$ cat src/logic/status_sr_defs.vh
// Constants for the status group and service request block
`ifndef STATUS_SR_DEFS_VH
`define STATUS_SR_DEFS_VH

// ------------------------------------------------------------
// Register selects
// ------------------------------------------------------------
`define REG_SRQ_MASK      4'h0
`define REG_STATUS_BYTE   4'h1
`define REG_STD_EVENT     4'h2
`define REG_STD_ENABLE    4'h3
`define REG_OPER_COND     4'h4
`define REG_OPER_NEG      4'h5
`define REG_OPER_POS      4'h6
`define REG_OPER_EVENT    4'h7
`define REG_OPER_ENABLE   4'h8
`define REG_QUES_COND     4'h9
`define REG_QUES_NEG      4'ha
`define REG_QUES_POS      4'hb
`define REG_QUES_EVENT    4'hc
`define REG_QUES_ENABLE   4'hd

// ------------------------------------------------------------
// Status byte bit positions
// ------------------------------------------------------------
`define SB_ERRQ_BIT       2
`define SB_QUES_BIT       3
`define SB_MAV_BIT        4
`define SB_STD_BIT        5
`define SB_RQS_BIT        6
`define SB_OPER_BIT       7

// ------------------------------------------------------------
// Reset values and the writable bits of the service request mask
// ------------------------------------------------------------
`define SRQ_MASK_RST      8'h00
`define STD_ENABLE_RST    8'h00
`define GRP_ENABLE_RST    16'h0000
`define GRP_NEG_RST       16'h0000
`define GRP_POS_RST       16'h7fff
`define SRQ_MASK_FIXED    8'hbf

`endif

$ cat src/logic/status_service_request.v
// Status groups, status byte and service request mask
`timescale 1ns/10ps
`include "status_sr_defs.vh"

module status_service_request #(
    parameter GRP_W = 16
) (
    input  wire             ref_clk_in,
    input  wire             rst_n_in,
    input  wire             clk_en_in,
    input  wire [GRP_W-1:0] oper_cond_in,
    input  wire [GRP_W-1:0] ques_cond_in,
    input  wire [7:0]       std_event_in,
    input  wire             err_queue_nonempty_in,
    input  wire             msg_available_in,
    input  wire             wr_en_in,
    input  wire             rd_en_in,
    input  wire             clear_status_in,
    input  wire [3:0]       reg_sel_in,
    input  wire [GRP_W-1:0] wr_data_in,
    output reg  [GRP_W-1:0] rd_data_out,
    output wire [7:0]       status_byte_out,
    output reg              service_request_out
);

    // ------------------------------------------------------------
    // Input synchronisers
    // ------------------------------------------------------------
    reg [GRP_W-1:0] oper_s1;
    reg [GRP_W-1:0] oper_s2;
    reg [GRP_W-1:0] ques_s1;
    reg [GRP_W-1:0] ques_s2;
    reg [7:0]       std_s1;
    reg [7:0]       std_s2;
    reg [1:0]       misc_s1;
    reg [1:0]       misc_s2;

    always @(posedge ref_clk_in or negedge rst_n_in) begin
        if (!rst_n_in) begin
            oper_s1 <= {GRP_W{1'b0}};
            oper_s2 <= {GRP_W{1'b0}};
            ques_s1 <= {GRP_W{1'b0}};
            ques_s2 <= {GRP_W{1'b0}};
            std_s1  <= 8'h00;
            std_s2  <= 8'h00;
            misc_s1 <= 2'h0;
            misc_s2 <= 2'h0;
        end else if (clk_en_in) begin
            oper_s1 <= oper_cond_in;
            oper_s2 <= oper_s1;
            ques_s1 <= ques_cond_in;
            ques_s2 <= ques_s1;
            std_s1  <= std_event_in;
            std_s2  <= std_s1;
            misc_s1 <= {msg_available_in, err_queue_nonempty_in};
            misc_s2 <= misc_s1;
        end
    end

    // ------------------------------------------------------------
    // Access decode
    // ------------------------------------------------------------
    function sel_hit;
        input [3:0] sel;
        input [3:0] target;
        begin
            sel_hit = (sel == target);
        end
    endfunction

    wire wr_mask   = wr_en_in && sel_hit(reg_sel_in, `REG_SRQ_MASK);
    wire wr_std_en = wr_en_in && sel_hit(reg_sel_in, `REG_STD_ENABLE);
    wire rd_std_ev = rd_en_in && sel_hit(reg_sel_in, `REG_STD_EVENT);

    // ------------------------------------------------------------
    // Operation and questionable groups
    // ------------------------------------------------------------
    wire [GRP_W-1:0] cond_s [0:1];
    wire [1:0]       grp_summary;
    wire [GRP_W-1:0] grp_cond  [0:1];
    wire [GRP_W-1:0] grp_neg   [0:1];
    wire [GRP_W-1:0] grp_pos   [0:1];
    wire [GRP_W-1:0] grp_event [0:1];
    wire [GRP_W-1:0] grp_en    [0:1];

    assign cond_s[0] = oper_s2;
    assign cond_s[1] = ques_s2;

    genvar g;
    generate
        for (g = 0; g < 2; g = g + 1) begin : grp
            localparam [3:0] BASE = (g == 0) ? `REG_OPER_COND : `REG_QUES_COND;
            reg [GRP_W-1:0] prev;
            reg [GRP_W-1:0] neg_f;
            reg [GRP_W-1:0] pos_f;
            reg [GRP_W-1:0] event_r;
            reg [GRP_W-1:0] enable_r;
            wire [GRP_W-1:0] rise = cond_s[g] & ~prev;
            wire [GRP_W-1:0] fall = ~cond_s[g] & prev;
            wire [GRP_W-1:0] hits = (rise & pos_f)
                                  | (fall & neg_f);
            wire rd_ev = rd_en_in && sel_hit(reg_sel_in, BASE + 4'h3);
            always @(posedge ref_clk_in or negedge rst_n_in) begin
                if (!rst_n_in) begin
                    prev     <= {GRP_W{1'b0}};
                    neg_f    <= `GRP_NEG_RST;
                    pos_f    <= `GRP_POS_RST;
                    event_r  <= {GRP_W{1'b0}};
                    enable_r <= `GRP_ENABLE_RST;
                end else if (clk_en_in) begin
                    prev <= cond_s[g];
                    // Set wins over a clear in the same cycle
                    if (rd_ev || clear_status_in) begin
                        event_r <= hits;
                    end else begin
                        event_r <= event_r | hits;
                    end
                    if (wr_en_in && sel_hit(reg_sel_in, BASE + 4'h1)) begin
                        neg_f <= wr_data_in;
                    end
                    if (wr_en_in && sel_hit(reg_sel_in, BASE + 4'h2)) begin
                        pos_f <= wr_data_in;
                    end
                    if (wr_en_in && sel_hit(reg_sel_in, BASE + 4'h4)) begin
                        enable_r <= wr_data_in;
                    end
                end
            end
            assign grp_summary[g] = |(event_r & enable_r);
            assign grp_cond[g]    = cond_s[g];
            assign grp_neg[g]     = neg_f;
            assign grp_pos[g]     = pos_f;
            assign grp_event[g]   = event_r;
            assign grp_en[g]      = enable_r;
        end
    endgenerate

    // ------------------------------------------------------------
    // Standard event group
    // ------------------------------------------------------------
    reg  [7:0] std_event;
    reg  [7:0] std_enable;
    wire       std_summary = |(std_event & std_enable);

    always @(posedge ref_clk_in or negedge rst_n_in) begin
        if (!rst_n_in) begin
            std_event  <= 8'h00;
            std_enable <= `STD_ENABLE_RST;
        end else if (clk_en_in) begin
            if (rd_std_ev || clear_status_in) begin
                std_event <= std_s2;
            end else begin
                std_event <= std_event | std_s2;
            end
            if (wr_std_en) begin
                std_enable <= wr_data_in[7:0];
            end
        end
    end

    // ------------------------------------------------------------
    // Service request mask and status byte
    // ------------------------------------------------------------
    reg  [7:0] srq_mask;
    wire [7:0] sb_low;
    wire       rqs_bit;

    always @(posedge ref_clk_in or negedge rst_n_in) begin
        if (!rst_n_in) begin
            srq_mask <= `SRQ_MASK_RST;
        end else if (clk_en_in && wr_mask) begin
            srq_mask <= wr_data_in[7:0] & `SRQ_MASK_FIXED;
        end
    end

    assign sb_low = {grp_summary[0], 1'b0, std_summary,
                     misc_s2[1], grp_summary[1], misc_s2[0], 2'b00};
    assign rqs_bit = |(sb_low & srq_mask);
    assign status_byte_out = {sb_low[7], rqs_bit, sb_low[5:0]};

    always @(posedge ref_clk_in or negedge rst_n_in) begin
        if (!rst_n_in) begin
            service_request_out <= 1'b0;
        end else if (clk_en_in) begin
            service_request_out <= rqs_bit;
        end
    end

    // ------------------------------------------------------------
    // Read data
    // ------------------------------------------------------------
    always @(posedge ref_clk_in or negedge rst_n_in) begin
        if (!rst_n_in) begin
            rd_data_out <= {GRP_W{1'b0}};
        end else if (clk_en_in && rd_en_in) begin
            case (reg_sel_in)
                `REG_SRQ_MASK:    rd_data_out <= {{(GRP_W-8){1'b0}}, srq_mask};
                `REG_STATUS_BYTE: rd_data_out <= {{(GRP_W-8){1'b0}}, status_byte_out};
                `REG_STD_EVENT:   rd_data_out <= {{(GRP_W-8){1'b0}}, std_event};
                `REG_STD_ENABLE:  rd_data_out <= {{(GRP_W-8){1'b0}}, std_enable};
                `REG_OPER_COND:   rd_data_out <= grp_cond[0];
                `REG_OPER_NEG:    rd_data_out <= grp_neg[0];
                `REG_OPER_POS:    rd_data_out <= grp_pos[0];
                `REG_OPER_EVENT:  rd_data_out <= grp_event[0];
                `REG_OPER_ENABLE: rd_data_out <= grp_en[0];
                `REG_QUES_COND:   rd_data_out <= grp_cond[1];
                `REG_QUES_NEG:    rd_data_out <= grp_neg[1];
                `REG_QUES_POS:    rd_data_out <= grp_pos[1];
                `REG_QUES_EVENT:  rd_data_out <= grp_event[1];
                `REG_QUES_ENABLE: rd_data_out <= grp_en[1];
                default:          rd_data_out <= {GRP_W{1'b0}};
            endcase
        end
    end

endmodule

$ cat config.mk
export PLATFORM = sky130hd
export DESIGN_NAME = status_service_request
export DESIGN_NICKNAME = d
export VERILOG_FILES = /design/src/logic/status_service_request.v
export VERILOG_INCLUDE_DIRS = /design/src /design/src/logic
export SDC_FILE = /design/constraint.sdc
export NUM_CORES = 1
export LEC_CHECK = 0
export BUFFER_PORTS_ARGS = -buffer_cell sky130_fd_sc_hd__buf_4
export CAP_MARGIN = 40
export CORE_MARGIN = 4
export CORE_UTILIZATION = 60
export CTS_BUF_LIST = sky130_fd_sc_hd__clkbuf_16
export DETAILED_ROUTE_END_ITERATION = 8
export PLACE_DENSITY = 0.79
export SYNTH_ARGS = -nofsm -noshare
export SYNTH_HDL_FRONTEND = slang
export SYNTH_SLANG_ARGS = --single-unit
$ cat constraint.sdc
create_clock -name ref_clk_in -period 2.96 [get_ports ref_clk_in]
set_clock_uncertainty 0.05 [all_clocks]
set_input_delay 0.888 -clock ref_clk_in [delete_from_list [all_inputs] [get_ports ref_clk_in]]
set_output_delay 0.888 -clock ref_clk_in [all_outputs]
set_load 0.02 [all_outputs]
==> results of run 1 <==
-- path summary, 6_finish.rpt --
path                                            to
worst max register to register      rd_data_out[6]
worst min-delay path            grp[1].enable_r[8]
worst max-delay path            status_byte_out[6]
worst min register to register         oper_s2[13]
max in group asynchronous         grp[1].pos_f[14]
min in group ref_clk_in                oper_s2[13]
-- what timing repair did --
| item | in CTS | in global routing |
|---|---|---|
| setup endpoints to repair | 2 | 3 |
| resized for setup | 8 | 5 |
| hold buffers | 0 | 0 |
| buffers inserted | 9 | 3 |
| pin swaps | 5 | 6 |
-- routing by layer --
metal / global-route usage / vias to the layer above
met2: 0.441 / 554
met5: 0 / -
met1: 0.457 / 4729
met3: 0.0757 / 98
li1: - / 3879
met4: 0.101 / 0
-- cells by family (layout without fill, tap and decap cells) --
family	after synthesis	after routing	share of synthesized area
DFF	284	284	0.561
muxes	237	237	0.209
AOI/OAI and AO/OA	209	209	0.127
and+or+nand+nor	155	155	0.0750
buffers and inverters	65	204	0.0276
other	1	2	0.000295
-- sequential cells by signal (all words and copies together) (netlist names), 7 cells and up --
signal	flops
grp.enable_r	32
grp.event_r	32
grp.neg_f	32
grp.pos_f	32
grp.prev	32
oper_s1	16
oper_s2	16
ques_s1	16
ques_s2	16
rd_data_out	16
std_enable	8
std_event	8
std_s1	8
std_s2	8
srq_mask	7
-- cell type report --
type / instances / area [um^2] / share of cell area
inverters: 2 / 7.51 / 0.000501
repair buffers: 149 / 1240 / 0.0829
multi-input cells: 603 / 5300 / 0.354
flip-flops and latches: 284 / 7140 / 0.477
well taps: 275 / 344 / 0.0230
clock buffers: 29 / 726 / 0.0484
clock inverters: 24 / 220 / 0.0147
-- stage by stage --
stage	area (um^2)	utilization	std cells	setup WS (ns)	TNS [ns]
after floorplan	12700	-	952	0.241	0
after global placement	13900	0.663	1303	0.153	0
after detailed placement	13900	0.663	1303	0.135	0
after CTS	14900	0.713	1364	-0.200	-0.200
after global routing	15000	0.715	1366	-0.341	-0.341
final	15000	0.715	1366	-0.259	-0.259
-- report_power, final --
part | switching, uW | internal, uW | leakage, uW | total (uW)
registers | 790 | 4660 | 0.00345 | 5450
logic | 906 | 1050 | 0.00265 | 1960
clock network | 1520 | 2130 | 0.000470 | 3640
total | 3210 | 7840 | 0.00656 | 11100
-- cell usage in the layout (no fill, tap or decap), types with 7 or more instances in the layout --
| cell type | n |
|---|---|
| mux2_2 | 163 |
| a22oi_1 | 38 |
| o21ai_0 | 33 |
| nor2b_1 | 9 |
| buf_4 | 136 |
| nand2_1 | 49 |
| clkinv_1 | 8 |
| a221oi_1 | 13 |
| dfrtp_1 | 254 |
| and3_1 | 7 |
| a22o_1 | 76 |
| buf_12 | 8 |
| nand3b_1 | 34 |
| nand3_1 | 7 |
| nand4_1 | 17 |
| mux2_1 | 66 |
| dfstp_2 | 30 |
| mux2i_1 | 8 |
| a221oi_2 | 9 |
| clkbuf_16 | 29 |
==> flow_summary.toml, run 1 <==
[outcome]
status = "finished, violations left"
violations = "setup timing"

[timing]
fin_ws_ns = -0.259
min_period_ns = 3.22
rsz0062_at_grt = "yes"
relSlewSlack = 0.481
setup_violations = 1
hold_viol_final = 0
drv_slew = 0
min_period_over_period = 1.09
fmax_mhz = 311
worst_hold_slack_ns = 0.204
worst_slew_pin_slew_ns = 0.776

[power]
leakagePower_uw = 0.00656
ir_worst_vdd_uv = 492
total_power_uw = 11100
power_density_nw_per_um2 = 738

[die]
fp.dieW_um = 154
num_rows = 53
ioPinCount = 93
dieArea_um2 = 23600
die_h_um = 154
fp.coreArea_um2 = 21000
start_util = 0.608

[worst_setup_path]
cpLargestDelayFamily = "compound AO/OA/AOI/OAI gates"
worst-setup-path-type = "reg -> out"
cp.depth = 7
path_buf_inv = 3
critical-path-max-stage-delay_ns = 0.39
critical_path.startpoint = "grp[0].event_r[0]"
cp_slowest_cell = "dfrtp_1"
ff2ff_path_depth = 7
crit_chain = "a22o_1 -> a221oi_2 -> nand4_1 -> a221oi_2 -> buf_4 -> inv_2 -> buf_6"
crit_top_cell = "a221oi_2"
endpoint_kind = "primary output"
startpoint_type = "flop"
critPathMaxFanout = 2
critPathArrivalTime_ns = 2.28
r2r_start = "grp[0].event_r[0]"
worstPathRequired_ns = 2.02
r2r_slack_ns = 0.95

[yosys]
ys_types = 55
synth_common_cells = "254 x dfrtp_1, 163 x mux2_2, 76 x a22o_1, 66 x mux2_1, 49 x nand2_1"
synth_most_common_cell = "dfrtp_1"
synthArstFlopShare = 1.00
yosysTopAreaCell = "dfrtp_1"
yosys_warnings = 0
ys_seq_area_frac = 0.561
synth_ff_type = "dfrtp_1"
syn_area_um2 = 12700
synth_top_area_frac = 0.499
avgSynthCellArea_um2 = 13.4
synth-seq-cells = 284
synth_edf_count = 0
synth_cells = 951
ys_top_cells_by_area = "dfrtp_1 50%, mux2_2 14%, dfstp_2 6.2%"

[global_routing]
grt_use_total = 0.305
overflow = 0
grt_antenna_before_repair = 1
grt_max_degree = 78
grt_pass1_vias = 9291
grt_pass1_wl_mm = 56.0

[hold_path]
min_path_type = "in -> async"

[placed_design]
detailed_place_hpwl_mm = 25.4
io_buffers = 90
routabilityCongestion = 1.01

[detailed_routing]
wire_per_inst_um = 26.5
drt_iter0_drc = 1179
ant_nets = 0
dr.pass1.iters = 6
wl_met2_mm = 15.6
vias = 9260
met3RoutedLength_mm = 3.91
drt-met1-wl_mm = 15.3
vias_per_cell = 6.78
highest_layer = "met4"
drcViolationCount = 0
drt-total-wl_mm = 36.3

[cts]
clock_latency_ns = 0.55
cts_max_level = 1
cts_tree = "done"
cts_made_buffers = 29
clock-sinks = 284
cts_buffer_depth = 3
clk_pin_slew_ns = 0.06
clock-root-buffer = "clkbuf_16"

[layout]
area_delta_synth_final_pct = 17.6
antenna_cells = 0
drive_gt1_frac = 0.371
finalNetCount = 1137
fillers = 1467

[job]
drv_cap = 0
(Power assumes the default switching activity.)
==> run 2, diff against run 1 <==
Settings changed: CELL_PAD_IN_SITES_DETAIL_PLACEMENT set to 1, CELL_PAD_IN_SITES_GLOBAL_PLACEMENT set to 1, CORE_UTILIZATION 60 to 50, PLACE_DENSITY 0.79 to not set, PLACE_DENSITY_LB_ADDON set to 0.1, SLEW_MARGIN set to 20.
==> run 2 against run 1 <==
- the run still ends with setup timing left
- sequential share of layout area down 0.27 points
- first-iteration DRC count decreased by 32%
- sequential power hardly changed
- highest routed layer unchanged
- critical endpoint unchanged
==> flow_summary.toml, run 2 (synthesis gave the netlist of run 1 again) <==
[job]
drv_cap = 0

[die]
fp.coreArea_um2 = 25100
start_util = 0.507
num_rows = 58
dieArea_um2 = 28100
fp.dieW_um = 168
ioPinCount = 93
die_h_um = 168

[timing]
drv_slew = 0
rsz0062_at_grt = "yes"
min_period_over_period = 1.09
fin_ws_ns = -0.274
relSlewSlack = 0.565
min_period_ns = 3.23
hold_viol_final = 0
worst_slew_pin_slew_ns = 0.645
fin_tns_setup_ns = -0.317
fmax_mhz = 309
setup_violations = 2

[layout]
final_common_cell = "dfrtp_1"
final_cell_mix = "254 x dfrtp_1, 163 x mux2_2, 149 x buf_4, 76 x a22o_1, 66 x mux2_1"
area_delta_synth_final_pct = 18.3
drive_gt1_frac = 0.371
finalNetCount = 1149
antenna_cells = 0
stdcell_count = 1434
post-route-util = 0.600

[cts]
cts_max_level = 1
clock-sinks = 284
cts_tree = "done"
clock_latency_ns = 0.56
clk_pin_slew_ns = 0.06
clock-root-buffer = "clkbuf_16"
cts_hold_buf = 0
cts_buffer_depth = 3
cts_made_buffers = 30

[worst_setup_path]
endpoint_kind = "primary output"
critPathMaxFanout = 2
critPathArrivalTime_ns = 2.30
worst-setup-path-type = "reg -> out"
startpoint_type = "flop"
worstPathRequired_ns = 2.02

[detailed_routing]
vias_per_cell = 6.41
drcViolationCount = 0
ant_nets = 0
drt-total-wl_mm = 40.7
drt_iter0_drc = 798
vias = 9199
dr.pass1.iters = 5
wire_per_inst_um = 28.4

[outcome]
violations = "setup timing"
status = "finished, violations left"

[global_routing]
grt_antenna_before_repair = 1
grt_pass1_wl_mm = 61.7
grt_pass1_vias = 9485
grt_use_total = 0.288
grt_max_degree = 65
overflow = 0

[hold_path]
min_path_type = "in -> async"

[placed_design]
detailed_place_hpwl_mm = 28.7
routabilityCongestion = 0.938
io_buffers = 90
dp.cells = 1362

[power]
power_density_nw_per_um2 = 729
leakagePower_uw = 0.00660
ir_worst_vdd_uv = 538
run 2: path summary, 6_finish.rpt:
kind                                   start                 end  slack [ns]  cells after the start
max in group asynchronous           rst_n_in    grp[1].pos_f[12]        1.86                      2
max                        grp[1].event_r[6]  status_byte_out[6]       -0.27                      6
max reg2reg                grp[1].event_r[6]      rd_data_out[6]        0.80                      8
min                                 rst_n_in          oper_s2[7]        0.19                      1
min reg2reg                        std_s2[3]        std_event[3]        0.45                      1
min in group ref_clk_in            std_s2[3]        std_event[3]        0.45                      1
run 2: stage by stage:
step | total power (uW) | area [um^2] | setup slack [ns] | hold slack, ns
after floorplan | 6280 | 12700 | 0.241 | 0.419
after global placement | 7220 | 14000 | 0.0391 | 0.431
after detailed placement | 7320 | 14000 | 0.0889 | 0.437
after CTS | 10900 | 15000 | -0.256 | 0.212
after global routing | 11500 | 15100 | -0.343 | 0.217
final | 11000 | 15100 | -0.274 | 0.190
run 2: final cells by class:
| type | instances | area [um^2] |
|---|---|---|
| Clock inverter | 25 | 143 |
| Inverter | 2 | 7.51 |
| Fill cell | 2478 | 10000 |
| Tap cell | 330 | 413 |
| Clock buffer | 30 | 751 |
| Sequential cell | 284 | 7140 |
| Multi-Input combinational cell | 603 | 5310 |
| Timing Repair Buffer | 160 | 1300 |
run 2: what timing repair did:
item,in CTS,in global routing
setup buffers,8,11
gates resized for setup,12,1
pin swaps,5,4
endpoints found under the setup margin,2,3
hold endpoints to repair,0,0
cloned,0,0
run 2: where the power goes:
part           total (uW)  switching (uW)  internal [uW]  leakage, uW
logic                2060             961           1100      0.00270
clock network        3460            1540           1910     0.000448
registers            5460             791           4660      0.00345
run 2: worst max-delay path: stages, from the launching register on:
cell and delay (ns):
dfrtp_1 0.38, a22o_1 0.25, a221oi_2 0.19, nand4_1 0.29
a221oi_4 0.39, inv_1 0.09, buf_6 0.14
run 2: routing by layer:
layer  global-route usage  part of all wire  vias to the layer above
met5                    0                 0                        -
met3               0.0470             0.069                       84
met4               0.0836             0.033                        0
met2                0.444              0.45                      366
li1                     -                 -                     3909
met1                0.424              0.45                     4840
==> run 3, diff against run 2 <==
==> constraint.sdc (replaced) <==
create_clock -name ref_clk_in -period 2.96 [get_ports ref_clk_in]
set_clock_uncertainty 0.05 [all_clocks]
set_input_delay 0.592 -clock ref_clk_in [delete_from_list [all_inputs] [get_ports ref_clk_in]]
set_output_delay 0.592 -clock ref_clk_in [all_outputs]
set_load 0.02 [all_outputs]
==> run 3 against run 2 <==
- the run still ends with setup timing left
- sequential share of layout area fell by 0.17 points
- highest routed layer unchanged
- power up 3.9%
- sequential power about the same
- first-iteration DRC count is 10% higher
==> flow_summary.toml, run 3 (synthesis gave the netlist of run 1 again) <==
[global_routing]
grt_use_total = 0.278
grt_max_degree = 96
overflow = 0
grt_pass1_wl_mm = 60.1
grt_antenna_before_repair = 1
grt_pass1_vias = 9535

[placed_design]
routabilityCongestion = 0.954
detailed_place_hpwl_mm = 27.3
dp.cells = 1353
io_buffers = 90

[layout]
fillers = 2454
drive_gt1_frac = 0.365
finalNetCount = 1132
post-route-util = 0.602
multi_input_area_um2 = 5300
stdcell_count = 1419
antenna_cells = 0
regArea_um2 = 7140
area_delta_synth_final_pct = 18.7
final_common_cell = "dfrtp_1"
final_cell_mix = "254 x dfrtp_1, 163 x mux2_2, 129 x buf_4, 76 x a22o_1, 66 x mux2_1"

[timing]
fin_ws_ns = -0.0265
setup_violations = 1
fmax_mhz = 335
min_period_ns = 2.99
hold_viol_final = 0
rsz0062_at_grt = "yes"
worst_slew_pin_slew_ns = 0.687
worst_hold_slack_ns = 0.207
relSlewSlack = 0.542
drv_slew = 0
min_period_over_period = 1.01

[worst_setup_path]
worst-setup-path-type = "reg -> out"
critPathMaxFanout = 3
r2r_end = "rd_data_out[3]"
worstPathRequired_ns = 2.32
critPathArrivalTime_ns = 2.34
cpLargestDelayFamily = "compound AO/OA/AOI/OAI gates"
ff2ff_path_depth = 6
startpoint_type = "flop"
cp_slowest_cell = "dfrtp_1"
r2r_start = "grp[1].event_r[10]"
r2r_slack_ns = 0.93
path_buf_inv = 2
endpoint_kind = "primary output"
critical-path-max-stage-delay_ns = 0.45
crit_chain = "a22o_1 -> a221oi_1 -> nand4_1 -> a221oi_4 -> inv_1 -> buf_4"

[power]
leakagePower_uw = 0.00658
ir_worst_vdd_uv = 569
power_density_nw_per_um2 = 754

[die]
fp.dieW_um = 168
fp.coreArea_um2 = 25100
ioPinCount = 93
dieArea_um2 = 28100
die_h_um = 168
start_util = 0.507
num_rows = 58

[detailed_routing]
drcViolationCount = 0
drt_iter0_drc = 879
drt-total-wl_mm = 39.2
dr.pass1.iters = 8
ant_nets = 0
vias_per_cell = 6.39
vias = 9070
wire_per_inst_um = 27.6

[cts]
cts_max_level = 1
cts_made_buffers = 31
clk_pin_slew_ns = 0.06
clock_latency_ns = 0.57
cts_tree = "done"
clock-root-buffer = "clkbuf_16"
cts_buffer_depth = 3
clock-sinks = 284

[job]
drv_cap = 0

[hold_path]
hold_end = "ques_s1[3]"
holdPathStages = 2
hp-start = "ques_cond_in[3]"
min_path_type = "in -> reg"

[outcome]
status = "finished, violations left"
violations = "setup timing"
[run 3: changes by cell type in the layout (fill, tap and decap cells not counted), sizes merged]
| cell | previous run | this run |
|---|---|---|
| clkbuf | 30 | 31 |
| buf | 160 | 141 |
| dlygate4sd3 | 0 | 1 |
| clkinvlp | 1 | 2 |
| bufinv | 1 | 6 |
| clkinv | 20 | 15 |
| inv | 5 | 6 |
[run 3: through the flow]
| stage | setup TNS (ns) | cell area (um^2) | setup WS [ns] | power (uW) |
|---|---|---|---|---|
| final | -0.0265 | 15100 | -0.0265 | 11400 |
| after global routing | -0.0890 | 15100 | -0.0890 | 11900 |
| after CTS | 0 | 15100 | 0.00400 | 11400 |
| after detailed placement | 0 | 13900 | 0.272 | 7250 |
| after global placement | 0 | 13900 | 0.294 | 7160 |
| after floorplan | 0 | 12700 | 0.537 | 6280 |
[run 3: cell type report]
cell class,instances,share of cell area
multi-input combinational,603,0.351
sequential,284,0.473
timing repair buffer,142,0.0788
clock buffer,31,0.0513
inverter,2,0.000497
clock inverter,27,0.0189
tap,330,0.0273
[run 3: timing repair]
action	in CTS	in global routing
buffers inserted	5	3
setup endpoints to repair	1	2
hold buffers	1	0
hold endpoints to repair	21	0
pin swaps	3	4
cloned	0	0
resized for setup	5	5
[run 3: report_power, final]
part / switching (uW) / total [uW] / leakage, uW / internal [uW]
Clock: 1580 / 4000 / 0.000524 / 2420
Sequential: 806 / 5470 / 0.00345 / 4660
Combinational: 893 / 1930 / 0.00261 / 1040
Total: 3280 / 11400 / 0.00658 / 8120
[run 3: worst max-delay path by stage]
stage                       startpoint                 end  depth (start not counted)
finish              grp[1].event_r[10]  status_byte_out[6]                          6
global route         grp[0].event_r[0]  status_byte_out[6]                          6
CTS                 grp[1].event_r[10]  status_byte_out[6]                          6
detailed placement       reg_sel_in[0]      rd_data_out[7]                          7
global placement         reg_sel_in[0]      rd_data_out[7]                          7
floorplan            grp[0].event_r[0]  status_byte_out[6]                          6
[run 3: metal layers]
layer / up-vias / part of all wire / global-route usage
li1: 3867 / - / -
met1: 4737 / 0.44 / 0.406
met2: 353 / 0.45 / 0.421
met3: 113 / 0.065 / 0.0460
met4: 0 / 0.043 / 0.104
met5: - / 0 / 0
